<file path="config.mk">
export PLATFORM = sky130hd
export DESIGN_NAME = isdm_irq_map
export DESIGN_NICKNAME = d
export VERILOG_FILES = /design/src/isdm_pkg.sv /design/src/isdm_irq_map.sv
export VERILOG_INCLUDE_DIRS = /design/src
export SDC_FILE = /design/constraint.sdc
export NUM_CORES = 1
export LEC_CHECK = 0
export BUFFER_PORTS_ARGS = -buffer_cell sky130_fd_sc_hd__buf_2
export CAP_MARGIN = 20
export CORE_MARGIN = 2
export CORE_UTILIZATION = 40
export CTS_BUF_LIST = sky130_fd_sc_hd__clkbuf_8
export CTS_CLUSTER_SIZE = 25
export DETAILED_ROUTE_END_ITERATION = 6
export GPL_TIMING_DRIVEN = 0
export PLACE_DENSITY = 0.68
export SLEW_MARGIN = 10
export SYNTH_ARGS = -nofsm -noshare
export SYNTH_HDL_FRONTEND = slang
export SYNTH_SLANG_ARGS = --single-unit
export TNS_END_PERCENT = 10
</file>
<file path="constraint.sdc">
create_clock -name clk -period 14 [get_ports clk]
set_clock_uncertainty 0.05 [all_clocks]
set_input_delay 1.4 -clock clk [delete_from_list [all_inputs] [get_ports clk]]
set_output_delay 1.4 -clock clk [all_outputs]
set_load 0.005 [all_outputs]
</file>
<file path="src/isdm_regs.svh">
// How it works
// - Source bit 0 is high when any port module has an active enabled interrupt.
// - External input sources sit at bits 1 and 2, in that order.
// - General timers a, b, c sit at bits 3, 4 and 5.
// - First serial port at bit 6, second serial port at bit 7.
// - Two-wire interface interrupt sits at bit 8.
// - Serial master controller interrupt sits at bit 9.
// - Software interrupts a and b sit at bits 10 and 11.
// - Serial pin controller interrupt sits at bit 12.
// - Parallel pin interrupt sits at bit 13.
// - Management controllers a and b sit at bits 14 and 15.
// - Frame DMA interrupt sits at bit 16.
// - Frame analyzer interrupt sits at bit 17.
// - Timestamp ready at bit 18, time master sync at bit 19.
// - Memory integrity monitor interrupt sits at bit 20.
// - Extraction ready at bit 21, injection ready at bit 22.
// - PCIe power management interrupt sits at bit 23, the top bit.
// - Processor interrupt lines are destinations 0 and 1.
// - External interrupt outputs are destinations 2 and 3.
// - Everything inside the controller is active high.
// - Source polarity is corrected before entering the controller.
// - Destination polarity is applied after leaving the controller.
// - Level mode sets sticky while active; edge modes set on chosen transition.
// - Writing one clears sticky; a live level or new edge sets it again.
// - An enabled latched source reaches a destination only if its map bit is set.
// - Bypass uses the live source instead of sticky and ignores trigger.
`ifndef ISDM_REGS_SVH
`define ISDM_REGS_SVH

// Register offsets
`define ISDM_OFS_RAW         8'h00
`define ISDM_OFS_BYPASS      8'h04
`define ISDM_OFS_TRIG_LO     8'h08
`define ISDM_OFS_TRIG_HI     8'h0c
`define ISDM_OFS_FORCE       8'h10
`define ISDM_OFS_STICKY      8'h14
`define ISDM_OFS_ENA         8'h18
`define ISDM_OFS_ENA_CLR     8'h1c
`define ISDM_OFS_ENA_SET     8'h20
`define ISDM_OFS_IDENT       8'h24
`define ISDM_OFS_MAP0        8'h28
`define ISDM_OFS_DIDENT0     8'h38
`define ISDM_OFS_DEV_POL     8'h48
`define ISDM_OFS_DEV_RAW     8'h4c
`define ISDM_OFS_DEV_BYPASS  8'h50
`define ISDM_OFS_DEV_TRIG_LO 8'h54
`define ISDM_OFS_DEV_TRIG_HI 8'h58
`define ISDM_OFS_DEV_STICKY  8'h5c
`define ISDM_OFS_DEV_ENA     8'h60
`define ISDM_OFS_DEV_IDENT   8'h64
`define ISDM_OFS_EXT_SRC_POL 8'h68
`define ISDM_OFS_EXT_DST_POL 8'h6c
`define ISDM_OFS_STEP        8'h04

// Source bit positions
`define ISDM_BIT_PORT_AGG  0
`define ISDM_BIT_EXT_A     1
`define ISDM_BIT_EXT_B     2
`define ISDM_BIT_TMR_A     3
`define ISDM_BIT_TMR_B     4
`define ISDM_BIT_TMR_C     5
`define ISDM_BIT_SER_A     6
`define ISDM_BIT_SER_B     7
`define ISDM_BIT_TWO_WIRE  8
`define ISDM_BIT_SER_MST   9
`define ISDM_BIT_SOFT_A    10
`define ISDM_BIT_SOFT_B    11
`define ISDM_BIT_SER_PIN   12
`define ISDM_BIT_PAR_PIN   13
`define ISDM_BIT_MGMT_A    14
`define ISDM_BIT_MGMT_B    15
`define ISDM_BIT_FRAME_DMA_IRQ      16
`define ISDM_BIT_ANALYZER  17
`define ISDM_BIT_TS_RDY    18
`define ISDM_BIT_TM_SYNC   19
`define ISDM_BIT_MEM_INTEG 20
`define ISDM_BIT_EXTRACTION_READY_IRQ   21
`define ISDM_BIT_INJECTION_READY_IRQ   22
`define ISDM_BIT_PCIE_PM   23

// Destination indices
`define ISDM_DST_PROC_A 0
`define ISDM_DST_PROC_B 1
`define ISDM_DST_EXT_A  2
`define ISDM_DST_EXT_B  3

// Bus responses
`define ISDM_RESP_OKAY   2'h0
`define ISDM_RESP_SLVERR 2'h2

`endif
</file>
<file path="src/isdm_pkg.sv">
`default_nettype none
package isdm_pkg;

  // Internal sources, top field is bit 23
  typedef struct packed {
    logic pcie_power_irq;
    logic injection_ready_irq;
    logic extraction_ready_irq;
    logic memory_integrity_irq;
    logic time_master_sync_irq;
    logic timestamp_ready_irq;
    logic analyzer_irq;
    logic frame_dma_irq;
    logic mgmt_ctrl_b_irq;
    logic mgmt_ctrl_a_irq;
    logic parallel_pin_irq;
    logic serial_pin_irq;
    logic soft_irq_b;
    logic soft_irq_a;
    logic serial_master_irq;
    logic two_wire_irq;
    logic second_serial_port_irq;
    logic first_serial_port_irq;
    logic gp_tmr_c_irq;
    logic gp_tmr_b_irq;
    logic gp_tmr_a_irq;
  } isdm_int_src_t;

  // Whole block state
  typedef struct packed {
    logic                 awready;
    logic                 wready;
    logic                 bvalid;
    logic [1:0]           bresp;
    logic                 arready;
    logic                 rvalid;
    logic [1:0]           rresp;
    logic [31:0]          rdata;
    logic [7:0]           awaddr;
    logic [31:0]          wdata;
    logic [3:0]           wstrb;
    logic [23:0]          bypass;
    logic [23:0]          trig_lo;
    logic [23:0]          trig_hi;
    logic [23:0]          sticky;
    logic [23:0]          ena;
    logic [23:0]          prev;
    logic [3:0][23:0]     map;
    logic [31:0]          dev_pol;
    logic [31:0]          dev_bypass;
    logic [31:0]          dev_trig_lo;
    logic [31:0]          dev_trig_hi;
    logic [31:0]          dev_sticky;
    logic [31:0]          dev_ena;
    logic [31:0]          dev_prev;
    logic [1:0]           ext_src_pol;
    logic [1:0]           ext_dst_pol;
    logic [3:0]           dst;
    logic [1:0]           ext_pin;
  } isdm_state_t;

endpackage
`default_nettype wire

</file>
<file path="src/isdm_irq_map.sv">
`timescale 1ns/1ns
`default_nettype none
`include "isdm_regs.svh"
module isdm_irq_map #(
  parameter int NUM_DEV = 11
) (
  // Clock and reset
  input  wire logic                  clk,
  input  wire logic                  rst,
  // Register bus, write address and data
  input  wire logic [7:0]            s_axi_awaddr,
  input  wire logic                  s_axi_awvalid,
  output logic                       s_axi_awready,
  input  wire logic [31:0]           s_axi_wdata,
  input  wire logic [3:0]            s_axi_wstrb,
  input  wire logic                  s_axi_wvalid,
  output logic                       s_axi_wready,
  // Register bus, write response
  output logic [1:0]                 s_axi_bresp,
  output logic                       s_axi_bvalid,
  input  wire logic                  s_axi_bready,
  // Register bus, read
  input  wire logic [7:0]            s_axi_araddr,
  input  wire logic                  s_axi_arvalid,
  output logic                       s_axi_arready,
  output logic [31:0]                s_axi_rdata,
  output logic [1:0]                 s_axi_rresp,
  output logic                       s_axi_rvalid,
  input  wire logic                  s_axi_rready,
  // Interrupt sources
  input  wire isdm_pkg::isdm_int_src_t int_src,
  input  wire logic                  ext_input_irq_a,
  input  wire logic                  ext_input_irq_b,
  input  wire logic [NUM_DEV-1:0]    dev_irq,
  // Interrupt destinations
  output logic                       proc_irq_line_a,
  output logic                       proc_irq_line_b,
  output logic                       ext_output_irq_a,
  output logic                       ext_output_irq_b
);
  import isdm_pkg::*;

  localparam logic [31:0] DEV_MASK = 32'((64'h1 << NUM_DEV) - 64'h1);

  isdm_state_t q;
  isdm_state_t n;
  logic [3:0][23:0] dst_ident;

  ////////////////////////////////////////////////////////////////////////////////
  // Helpers

  // Sticky set events per trigger code {hi,lo}
  function automatic logic [31:0] isdm_detect(
    input logic [31:0] cur,
    input logic [31:0] prv,
    input logic [31:0] lo,
    input logic [31:0] hi
  );
    logic [31:0] rise;
    logic [31:0] fall;
    rise = cur & ~prv;
    fall = ~cur & prv;
    isdm_detect = (~hi & ~lo & cur) | (~hi & lo & (rise | fall))
                | (hi & ~lo & fall) | (hi & lo & rise);
  endfunction

  // Byte-lane merge
  function automatic logic [31:0] isdm_merge(
    input logic [31:0] old,
    input logic [31:0] wd,
    input logic [3:0]  strb
  );
    logic [31:0] bm;
    bm = {{8{strb[3]}}, {8{strb[2]}}, {8{strb[1]}}, {8{strb[0]}}};
    isdm_merge = (old & ~bm) | (wd & bm);
  endfunction

  // Address decode
  function automatic logic isdm_mapped(input logic [7:0] a);
    isdm_mapped = (a[1:0] == 2'h0) && (a <= `ISDM_OFS_EXT_DST_POL);
  endfunction

  ////////////////////////////////////////////////////////////////////////////////
  // Per-destination view

  genvar gd;
  generate
    for (gd = 0; gd < 4; gd++)
    begin : g_dst
      assign dst_ident[gd] = q.map[gd] & ((q.bypass & q.prev) | (~q.bypass & q.sticky)) & q.ena;
    end
  endgenerate

  ////////////////////////////////////////////////////////////////////////////////
  // Next state

  always_comb
  begin
    logic [31:0] dev_raw;
    logic [31:0] dev_ev;
    logic [31:0] dev_eff;
    logic [31:0] dev_idt;
    logic [23:0] src;
    logic [23:0] ev;
    logic [23:0] eff;
    logic [23:0] idt;
    logic [23:0] clr;
    logic [23:0] frc;
    logic [31:0] dev_clr;
    logic [31:0] bm;
    logic [31:0] rd;
    logic        wr;
    dev_raw = 32'h0;
    dev_ev  = 32'h0;
    dev_eff = 32'h0;
    dev_idt = 32'h0;
    src     = 24'h0;
    ev      = 24'h0;
    eff     = 24'h0;
    idt     = 24'h0;
    clr     = 24'h0;
    frc     = 24'h0;
    dev_clr = 32'h0;
    bm      = 32'h0;
    rd      = 32'h0;
    wr      = 1'b0;
    n       = q;

    // Port module hierarchy, polarity fixed at entry
    dev_raw = (32'(dev_irq) ^ q.dev_pol) & DEV_MASK;
    dev_ev  = isdm_detect(dev_raw, q.dev_prev, q.dev_trig_lo, q.dev_trig_hi);
    dev_eff = (q.dev_bypass & dev_raw) | (~q.dev_bypass & q.dev_sticky);
    dev_idt = dev_eff & q.dev_ena & DEV_MASK;

    // Source vector assembly
    src[`ISDM_BIT_PORT_AGG]  = |dev_idt;
    src[`ISDM_BIT_EXT_A]     = ext_input_irq_a ^ q.ext_src_pol[0];
    src[`ISDM_BIT_EXT_B]     = ext_input_irq_b ^ q.ext_src_pol[1];
    src[`ISDM_BIT_TMR_A]     = int_src.gp_tmr_a_irq;
    src[`ISDM_BIT_TMR_B]     = int_src.gp_tmr_b_irq;
    src[`ISDM_BIT_TMR_C]     = int_src.gp_tmr_c_irq;
    src[`ISDM_BIT_SER_A]     = int_src.first_serial_port_irq;
    src[`ISDM_BIT_SER_B]     = int_src.second_serial_port_irq;
    src[`ISDM_BIT_TWO_WIRE]  = int_src.two_wire_irq;
    src[`ISDM_BIT_SER_MST]   = int_src.serial_master_irq;
    src[`ISDM_BIT_SOFT_A]    = int_src.soft_irq_a;
    src[`ISDM_BIT_SOFT_B]    = int_src.soft_irq_b;
    src[`ISDM_BIT_SER_PIN]   = int_src.serial_pin_irq;
    src[`ISDM_BIT_PAR_PIN]   = int_src.parallel_pin_irq;
    src[`ISDM_BIT_MGMT_A]    = int_src.mgmt_ctrl_a_irq;
    src[`ISDM_BIT_MGMT_B]    = int_src.mgmt_ctrl_b_irq;
    src[`ISDM_BIT_FRAME_DMA_IRQ]      = int_src.frame_dma_irq;
    src[`ISDM_BIT_ANALYZER]  = int_src.analyzer_irq;
    src[`ISDM_BIT_TS_RDY]    = int_src.timestamp_ready_irq;
    src[`ISDM_BIT_TM_SYNC]   = int_src.time_master_sync_irq;
    src[`ISDM_BIT_MEM_INTEG] = int_src.memory_integrity_irq;
    src[`ISDM_BIT_EXTRACTION_READY_IRQ]   = int_src.extraction_ready_irq;
    src[`ISDM_BIT_INJECTION_READY_IRQ]   = int_src.injection_ready_irq;
    src[`ISDM_BIT_PCIE_PM]   = int_src.pcie_power_irq;

    ev  = 24'(isdm_detect({8'h00, src}, {8'h00, q.prev}, {8'h00, q.trig_lo}, {8'h00, q.trig_hi}));
    eff = (q.bypass & src) | (~q.bypass & q.sticky);
    idt = eff & q.ena;

    // Write channel
    if (s_axi_awvalid && q.awready)
    begin
      n.awaddr  = s_axi_awaddr;
      n.awready = 1'b0;
    end
    if (s_axi_wvalid && q.wready)
    begin
      n.wdata  = s_axi_wdata;
      n.wstrb  = s_axi_wstrb;
      n.wready = 1'b0;
    end
    wr = !q.awready && !q.wready && !q.bvalid;
    bm = isdm_merge(32'h0, 32'hffff_ffff, q.wstrb);
    if (wr)
    begin
      n.bvalid = 1'b1;
      n.bresp  = isdm_mapped(q.awaddr) ? `ISDM_RESP_OKAY : `ISDM_RESP_SLVERR;
      case (q.awaddr)
        `ISDM_OFS_BYPASS:      n.bypass      = 24'(isdm_merge({8'h00, q.bypass}, q.wdata, q.wstrb));
        `ISDM_OFS_TRIG_LO:     n.trig_lo     = 24'(isdm_merge({8'h00, q.trig_lo}, q.wdata, q.wstrb));
        `ISDM_OFS_TRIG_HI:     n.trig_hi     = 24'(isdm_merge({8'h00, q.trig_hi}, q.wdata, q.wstrb));
        `ISDM_OFS_FORCE:       frc           = 24'(q.wdata & bm);
        `ISDM_OFS_STICKY:      clr           = 24'(q.wdata & bm);
        `ISDM_OFS_ENA:         n.ena         = 24'(isdm_merge({8'h00, q.ena}, q.wdata, q.wstrb));
        `ISDM_OFS_ENA_CLR:     n.ena         = q.ena & ~24'(q.wdata & bm);
        `ISDM_OFS_ENA_SET:     n.ena         = q.ena | 24'(q.wdata & bm);
        `ISDM_OFS_DEV_POL:     n.dev_pol     = isdm_merge(q.dev_pol, q.wdata, q.wstrb) & DEV_MASK;
        `ISDM_OFS_DEV_BYPASS:  n.dev_bypass  = isdm_merge(q.dev_bypass, q.wdata, q.wstrb) & DEV_MASK;
        `ISDM_OFS_DEV_TRIG_LO: n.dev_trig_lo = isdm_merge(q.dev_trig_lo, q.wdata, q.wstrb) & DEV_MASK;
        `ISDM_OFS_DEV_TRIG_HI: n.dev_trig_hi = isdm_merge(q.dev_trig_hi, q.wdata, q.wstrb) & DEV_MASK;
        `ISDM_OFS_DEV_STICKY:  dev_clr       = q.wdata & bm;
        `ISDM_OFS_DEV_ENA:     n.dev_ena     = isdm_merge(q.dev_ena, q.wdata, q.wstrb) & DEV_MASK;
        `ISDM_OFS_EXT_SRC_POL: n.ext_src_pol = 2'(isdm_merge({30'h0, q.ext_src_pol}, q.wdata, q.wstrb));
        `ISDM_OFS_EXT_DST_POL: n.ext_dst_pol = 2'(isdm_merge({30'h0, q.ext_dst_pol}, q.wdata, q.wstrb));
        default:
        begin
          for (int d = 0; d < 4; d++)
          begin
            if (q.awaddr == `ISDM_OFS_MAP0 + 8'(d * 4))
            begin
              n.map[d] = 24'(isdm_merge({8'h00, q.map[d]}, q.wdata, q.wstrb));
            end
          end
        end
      endcase
    end
    if (q.bvalid && s_axi_bready)
    begin
      n.bvalid  = 1'b0;
      n.awready = 1'b1;
      n.wready  = 1'b1;
    end

    // Sticky update, set wins over clear
    n.sticky     = (q.sticky & ~clr) | ev | frc;
    n.dev_sticky = ((q.dev_sticky & ~dev_clr) | dev_ev) & DEV_MASK;
    n.prev       = src;
    n.dev_prev   = dev_raw;

    // Destinations, registered
    for (int d = 0; d < 4; d++)
    begin
      n.dst[d] = |(idt & q.map[d]);
    end
    n.ext_pin[0] = n.dst[`ISDM_DST_EXT_A] ^ q.ext_dst_pol[0];
    n.ext_pin[1] = n.dst[`ISDM_DST_EXT_B] ^ q.ext_dst_pol[1];

    // Read channel
    case (s_axi_araddr)
      `ISDM_OFS_RAW:         rd = {8'h00, q.prev};
      `ISDM_OFS_BYPASS:      rd = {8'h00, q.bypass};
      `ISDM_OFS_TRIG_LO:     rd = {8'h00, q.trig_lo};
      `ISDM_OFS_TRIG_HI:     rd = {8'h00, q.trig_hi};
      `ISDM_OFS_STICKY:      rd = {8'h00, q.sticky};
      `ISDM_OFS_ENA:         rd = {8'h00, q.ena};
      `ISDM_OFS_IDENT:       rd = {8'h00, (q.bypass & q.prev | ~q.bypass & q.sticky) & q.ena};
      `ISDM_OFS_DEV_POL:     rd = q.dev_pol;
      `ISDM_OFS_DEV_RAW:     rd = q.dev_prev;
      `ISDM_OFS_DEV_BYPASS:  rd = q.dev_bypass;
      `ISDM_OFS_DEV_TRIG_LO: rd = q.dev_trig_lo;
      `ISDM_OFS_DEV_TRIG_HI: rd = q.dev_trig_hi;
      `ISDM_OFS_DEV_STICKY:  rd = q.dev_sticky;
      `ISDM_OFS_DEV_ENA:     rd = q.dev_ena;
      `ISDM_OFS_DEV_IDENT:   rd = ((q.dev_bypass & q.dev_prev) | (~q.dev_bypass & q.dev_sticky)) & q.dev_ena;
      `ISDM_OFS_EXT_SRC_POL: rd = {30'h0, q.ext_src_pol};
      `ISDM_OFS_EXT_DST_POL: rd = {30'h0, q.ext_dst_pol};
      default:
      begin
        for (int d = 0; d < 4; d++)
        begin
          if (s_axi_araddr == `ISDM_OFS_MAP0 + 8'(d * 4))
          begin
            rd = {8'h00, q.map[d]};
          end
          if (s_axi_araddr == `ISDM_OFS_DIDENT0 + 8'(d * 4))
          begin
            rd = {8'h00, dst_ident[d]};
          end
        end
      end
    endcase
    if (s_axi_arvalid && q.arready)
    begin
      n.arready = 1'b0;
      n.rvalid  = 1'b1;
      n.rdata   = rd;
      n.rresp   = isdm_mapped(s_axi_araddr) ? `ISDM_RESP_OKAY : `ISDM_RESP_SLVERR;
    end
    if (q.rvalid && s_axi_rready)
    begin
      n.rvalid  = 1'b0;
      n.arready = 1'b1;
    end
  end

  ////////////////////////////////////////////////////////////////////////////////
  // State register

  always_ff @(posedge clk or posedge rst)
  begin
    if (rst)
    begin
      q         <= '0;
      q.awready <= 1'b1;
      q.wready  <= 1'b1;
      q.arready <= 1'b1;
    end
    else
    begin
      q <= n;
    end
  end

  ////////////////////////////////////////////////////////////////////////////////
  // Outputs

  assign s_axi_awready    = q.awready;
  assign s_axi_wready     = q.wready;
  assign s_axi_bvalid     = q.bvalid;
  assign s_axi_bresp      = q.bresp;
  assign s_axi_arready    = q.arready;
  assign s_axi_rvalid     = q.rvalid;
  assign s_axi_rdata      = q.rdata;
  assign s_axi_rresp      = q.rresp;
  assign proc_irq_line_a  = q.dst[`ISDM_DST_PROC_A];
  assign proc_irq_line_b  = q.dst[`ISDM_DST_PROC_B];
  assign ext_output_irq_a = q.ext_pin[0];
  assign ext_output_irq_b = q.ext_pin[1];

endmodule
`default_nettype wire

</file>
Yosys cells after proc, flatten, opt, wreduce, memory -nomap -nowiden
Index checks and enable logic that the tools add are counted.
{ "op_classes": {"mul": 0, "n_reduce_logical": 41, "n_shift": 0, "n_addsub": 0, "bitwise": 112, "div_mod_pow": 0, "eq_ne": 44, "order_cmp": 2, "n_mux": 24} }
{ "ops": {"columns": ["cell", "n"], "rows": [
  ["bitwise AND 24 bit", 38],
  ["one-hot mux 32 bit (17 select lines)", 1],
  ["OR 24 bit", 17],
  ["two-way mux 32 bit", 7],
  ["bitwise AND 11 bit", 19],
  ["inverter 24 bit", 8],
  ["== test 8 x 7 -> 1 bit, second input constant", 20],
  ["OR 11 bit", 11],
  ["two-way mux 24 bit", 5],
  ["== test 8 x 6 -> 1 bit, second input constant", 12],
  ["OR reduction 24 bit", 4],
  ["one-hot mux 24 bit (3 select lines)", 1],
  ["bitwise AND 32 x 11 -> 32 bit", 2],
  ["inverter 11 bit", 5],
  ["== test 8 x 5 -> 1 bit, second input constant", 6],
  ["two-way mux 36 bit", 1],
  ["== test 8 x 4 -> 1 bit, second input constant", 4],
  ["inverter 11 -> 32 bit", 1],
  ["OR 11 x 32 -> 32 bit", 1],
  ["two-way mux 11 bit", 2],
  ["AND reduction 2 bit", 11],
  ["== test 8 x 3 -> 1 bit, second input constant", 2],
  ["<= comparator 8 x 7 -> 1 bit, second input constant", 2],
  ["OR reduction 16 bit", 1],
  ["other kinds (16)", 42]
]} }
{ "totals": {"input_bits": 93, "romBits": 0, "output_inout_bits": 45, "word_cells": 255, "mem_bits_rw": 0, "latch_bits": 0, "reg_bits": 401, "memories": 0} }

Longest topological paths before layout
{ "depth": {"word_depth": 15, "ltp_mapped": 11, "ltp_nobuf": 11} }

Worst setup path after synthesis
No wires, ideal clock.
{ "synth_timing": {"path_type": "input-to-reg", "startpoint": "input dev_irq[8]", "endpoint": "register q[378] (netlist bit)", "required_time_ns": 13.819, "path_slack_ns": 10.775, "path_stages": 10, "setup_time_ns": 0.131, "t_arrival_ns": 3.043, "n_path_buf": 0, "path_cell_list": "xor2_1 > inv_1 > a21oi_1 > nor2_1 > nand4_1 > or2_2 > ha_1 > mux2_2 > a222oi_1 > nand2_1"} }
{ "synth_lines": {"columns": ["item", "line", "text"], "rows": [
  ["from (decl)", "isdm_irq_map.sv:34", "input wire logic [NUM_DEV-1:0] dev_irq,"],
  ["to (signal assigned)", "isdm_irq_map.sv:295", "q <= n;"],
  ["to (decl)", "isdm_irq_map.sv:45", "isdm_state_t q;"]
]} }

Final worst setup path
{ "layout_timing": {"startpoint": "input s_axi_araddr[1]", "endpoint": "register q (netlist bit s_axi_rdata[0])"} }
{ "layout_via": {"elab_chain_len": 10, "word_cells_on_any_way": 34, "classes_between": "eq/ne (24); mux (9); reduce/logical (1)"} }
{ "layout_lines": {"columns": ["item", "line", "text"], "rows": [
  ["from (decl)", "isdm_irq_map.sv:23", "input wire logic [7:0] s_axi_araddr,"],
  ["== test 8 x 6 -> 1 bit", "isdm_irq_map.sv:256", "if (s_axi_araddr == `ISDM_OFS_MAP0 + 8'(d * 4))"],
  ["two-way mux 24 bit", "isdm_irq_map.sv:256", null],
  ["two-way mux 32 bit", "isdm_irq_map.sv:260", "if (s_axi_araddr == `ISDM_OFS_DIDENT0 + 8'(d * 4))"],
  ["two-way mux 32 bit", "isdm_irq_map.sv:256", null],
  ["two-way mux 32 bit", "isdm_irq_map.sv:260", null],
  ["two-way mux 32 bit", "isdm_irq_map.sv:256", null],
  ["two-way mux 32 bit", "isdm_irq_map.sv:260", null],
  ["two-way mux 32 bit", "isdm_irq_map.sv:256", null],
  ["two-way mux 32 bit", "isdm_irq_map.sv:260", null],
  ["one-hot mux 32 bit (17 select lines) *", "isdm_irq_map.sv:234", "case (s_axi_araddr)"]
]} }
Mark *: on every way between the ends. The rest lies on a longest branch, timed or not.
A chain may end at the register's enable or synchronous reset.

==> impl_metrics.toml <==
[outcome]
status = "completed"

[setup_path]
critPathSlowestCell = "nor4b_2"
path_max_fanout = 10
slowest_delay_ns = 0.86
crit_top_cell = "buf_2"
critPathKind = "input pin to register"
rrSetupSlack_ns = 10.71
reg2reg_depth = 6
worstReg2RegEnd = "ext_output_irq_b"
crit_path_start_kind = "input pin"
endpoint_kind = "register"
critical_path_required_ns = 14.53
path_cells = "buf_2 > buf_2 > nor4b_2 > nand2_1 > nor2_1 > a221oi_1 > and3_1 > a211oi_1"
arrival_ns = 4.77

[sta]
fin_ws_ns = 9.76
layout_min_cycle_time_ns = 4.24
fmax_ghz = 0.236
finalMaxSlewViolations = 0
post-route-period-util = 0.303
rsz0062_at_grt = "false"
setup_viol = 0
worst_pin_slew_ns = 1.22
hold_viol = 0
slew-limit-headroom = 0.183

[min_path]
hp-class = "register to register"
min_from = "s_axi_rvalid"
min_to = "s_axi_rvalid"
worstHoldPathCells = 1

[power]
p_leak_uw = 0.0117
powerDensity_mw_per_mm2 = 148
fin_total_pwr_uw = 3840
ir_drop_mv = 0.0978

[job]
drv_cap = 0

[final_layout]
fin_area_mm2 = 0.0260
syn2layout_area_growth_pct = 14.1
final_cells = 3146
final_nets = 2500
multiInputGateArea_mm2 = 0.0117
drive_above_1_share = 0.279
fillers = 5299
layout.area.seq_mm2 = 0.00979
final_util = 0.461
layout_common_cells = "388 x dfrtp_1, 286 x mux2_2, 168 x nand2_1"
final_common_cell = "dfrtp_1"

[global_routing]
track_usage = 0.304
grt_first_pass_wirelength_mm = 132
grt_pass1_vias = 19709
grt_max_degree = 115
antenna_found_initial = 4
gr-total-overflow = 0

[floorplanning]
rows = 87
dieArea_mm2 = 0.0588
initial_utilization = 0.404
fp.coreArea_mm2 = 0.0563
dieHeight_um = 243
ios = 138
dieWidth_um = 243

[placed_design]
routabilityCongestion = 1.02
post_dp_cell_area_mm2 = 0.0244
dp.cells = 3015
dp_slack_ns = 9.27
io_buffers = 117
dp_hpwl_mm = 65.7

[route]
dr.pass1.iters = 6
first_iter_violations = 2631
drc = 0
avgRoutedWirePerCell_um = 28.9
routed_wl_mm = 90.9
ant_nets = 0
vias_per_cell = 6.36
dr_total_vias = 20020

[clocking]
cts_tree = "done"
cts.htree.levels = 3
cts_setup_buffers = 0
cts_resized = 0
cts_sinks = 391
cts_root_buf = "clkbuf_8"
postCtsHoldBufs = 0
clk_latency_ns = 0.68
clk_pin_slew_ns = 0.06
cts_made_buffers = 72
clock_path_buffers = 3

[synthesis]
synth_area_leaders = "dfrtp_1 43%, mux2_2 14%, mux2i_1 4.0%"
synth_area_per_cell_um2 = 10.7
yosysSeqAreaShare = 0.430
netlist_instances = 2129
synthFlopType = "dfrtp_1"
ys_ff_latch = 391
synth_cell_types = 80
netlist.area_leader.share = 0.427
yosysTopAreaCell = "dfrtp_1"
synth_area_mm2 = 0.0228
synth_warnings = 0
async_reset_ff_frac = 1.00
synth_enable_flop_cells = 0
[through the flow]
step           hold WS (ns)  TNS [ns]
2_1_floorplan         0.401         0
3_3_place_gp          0.433  -1125.43
3_5_place_dp          0.446         0
4_1_cts               0.454         0
5_1_grt               0.481         0
6_report              0.446         0
[where the power goes]
| part | switching, uW | internal (uW) | total [uW] |
|---|---|---|---|
| combinational | 617 | 470 | 1090 |
| clock | 518 | 635 | 1150 |
| sequential | 256 | 1340 | 1600 |
[worst max path at each step]
stage / end / depth (start not counted) / from
after global placement: asynchronous set/reset pin / 2 / rst
final: s_axi_rdata[0] / 8 / s_axi_araddr[1]
after CTS: s_axi_rdata[0] / 8 / s_axi_araddr[1]
after floorplan: asynchronous set/reset pin / 1 / rst
after global routing: s_axi_rdata[0] / 8 / s_axi_araddr[1]
after detailed placement: s_axi_rdata[0] / 8 / s_axi_araddr[1]
[cells in the mapped netlist, types with 7 or more instances]
cell type	number
dfrtp_1	388
mux2_2	286
nand2_1	168
o21ai_0	112
inv_1	104
nor2_1	102
mux2i_1	90
a22oi_1	88
ha_1	70
a21oi_1	59
clkbuf_1	57
buf_4	54
nor2b_1	46
nor3_1	35
a221o_1	32
nand3_1	32
o22ai_1	32
a22o_1	31
buf_2	31
mux4_2	24
a211oi_1	23
a221oi_1	16
and2_1	15
a31oi_1	14
xor2_1	14
nand4_1	13
a311oi_1	12
nand2_2	12
o21a_1	11
o32ai_1	11
a32oi_1	9
buf_1	8
o31ai_1	8
and3_1	7
o221ai_1	7
[layout make-up]
type,instances,share of cell area
antenna,3,0.000289
buffer,162,0.0363
clock buffer,91,0.0483
clock inverter,33,0.00820
inverter,104,0.0153
multi-input combinational,1481,0.450
sequential,391,0.377
tap,756,0.0364
timing repair buffer,125,0.0279
[layer usage]
layer / global-route usage / routed length (um) / vias to the layer above
li1: - / - / 8276
met1: 0.389 / 35100 / 10033
met2: 0.457 / 39800 / 1388
met3: 0.0875 / 10300 / 323
met4: 0.182 / 5730 / 0
met5: 0 / 0 / -
[logic make-up after synthesis]
kind of cell             share of synthesized area
AO/OA/AOI/OAI                                0.159
adder cells (fa/ha/maj)                     0.0389
buffers and inverters                       0.0586
flip-flops                                   0.430
XOR/XNOR                                   0.00539
other                                     0.000165
multiplexers                                 0.205
AND/OR/NAND/NOR                              0.103
[worst max-delay path, delay by kind of cell]
family | cells | cell delay (ns)
AND/OR/NAND/NOR | 4 | 2.56
buffers and inverters | 2 | 0.40
AO/OA/AOI/OAI | 2 | 0.39
No activity file was read; power rests on OpenSTA's default activity.
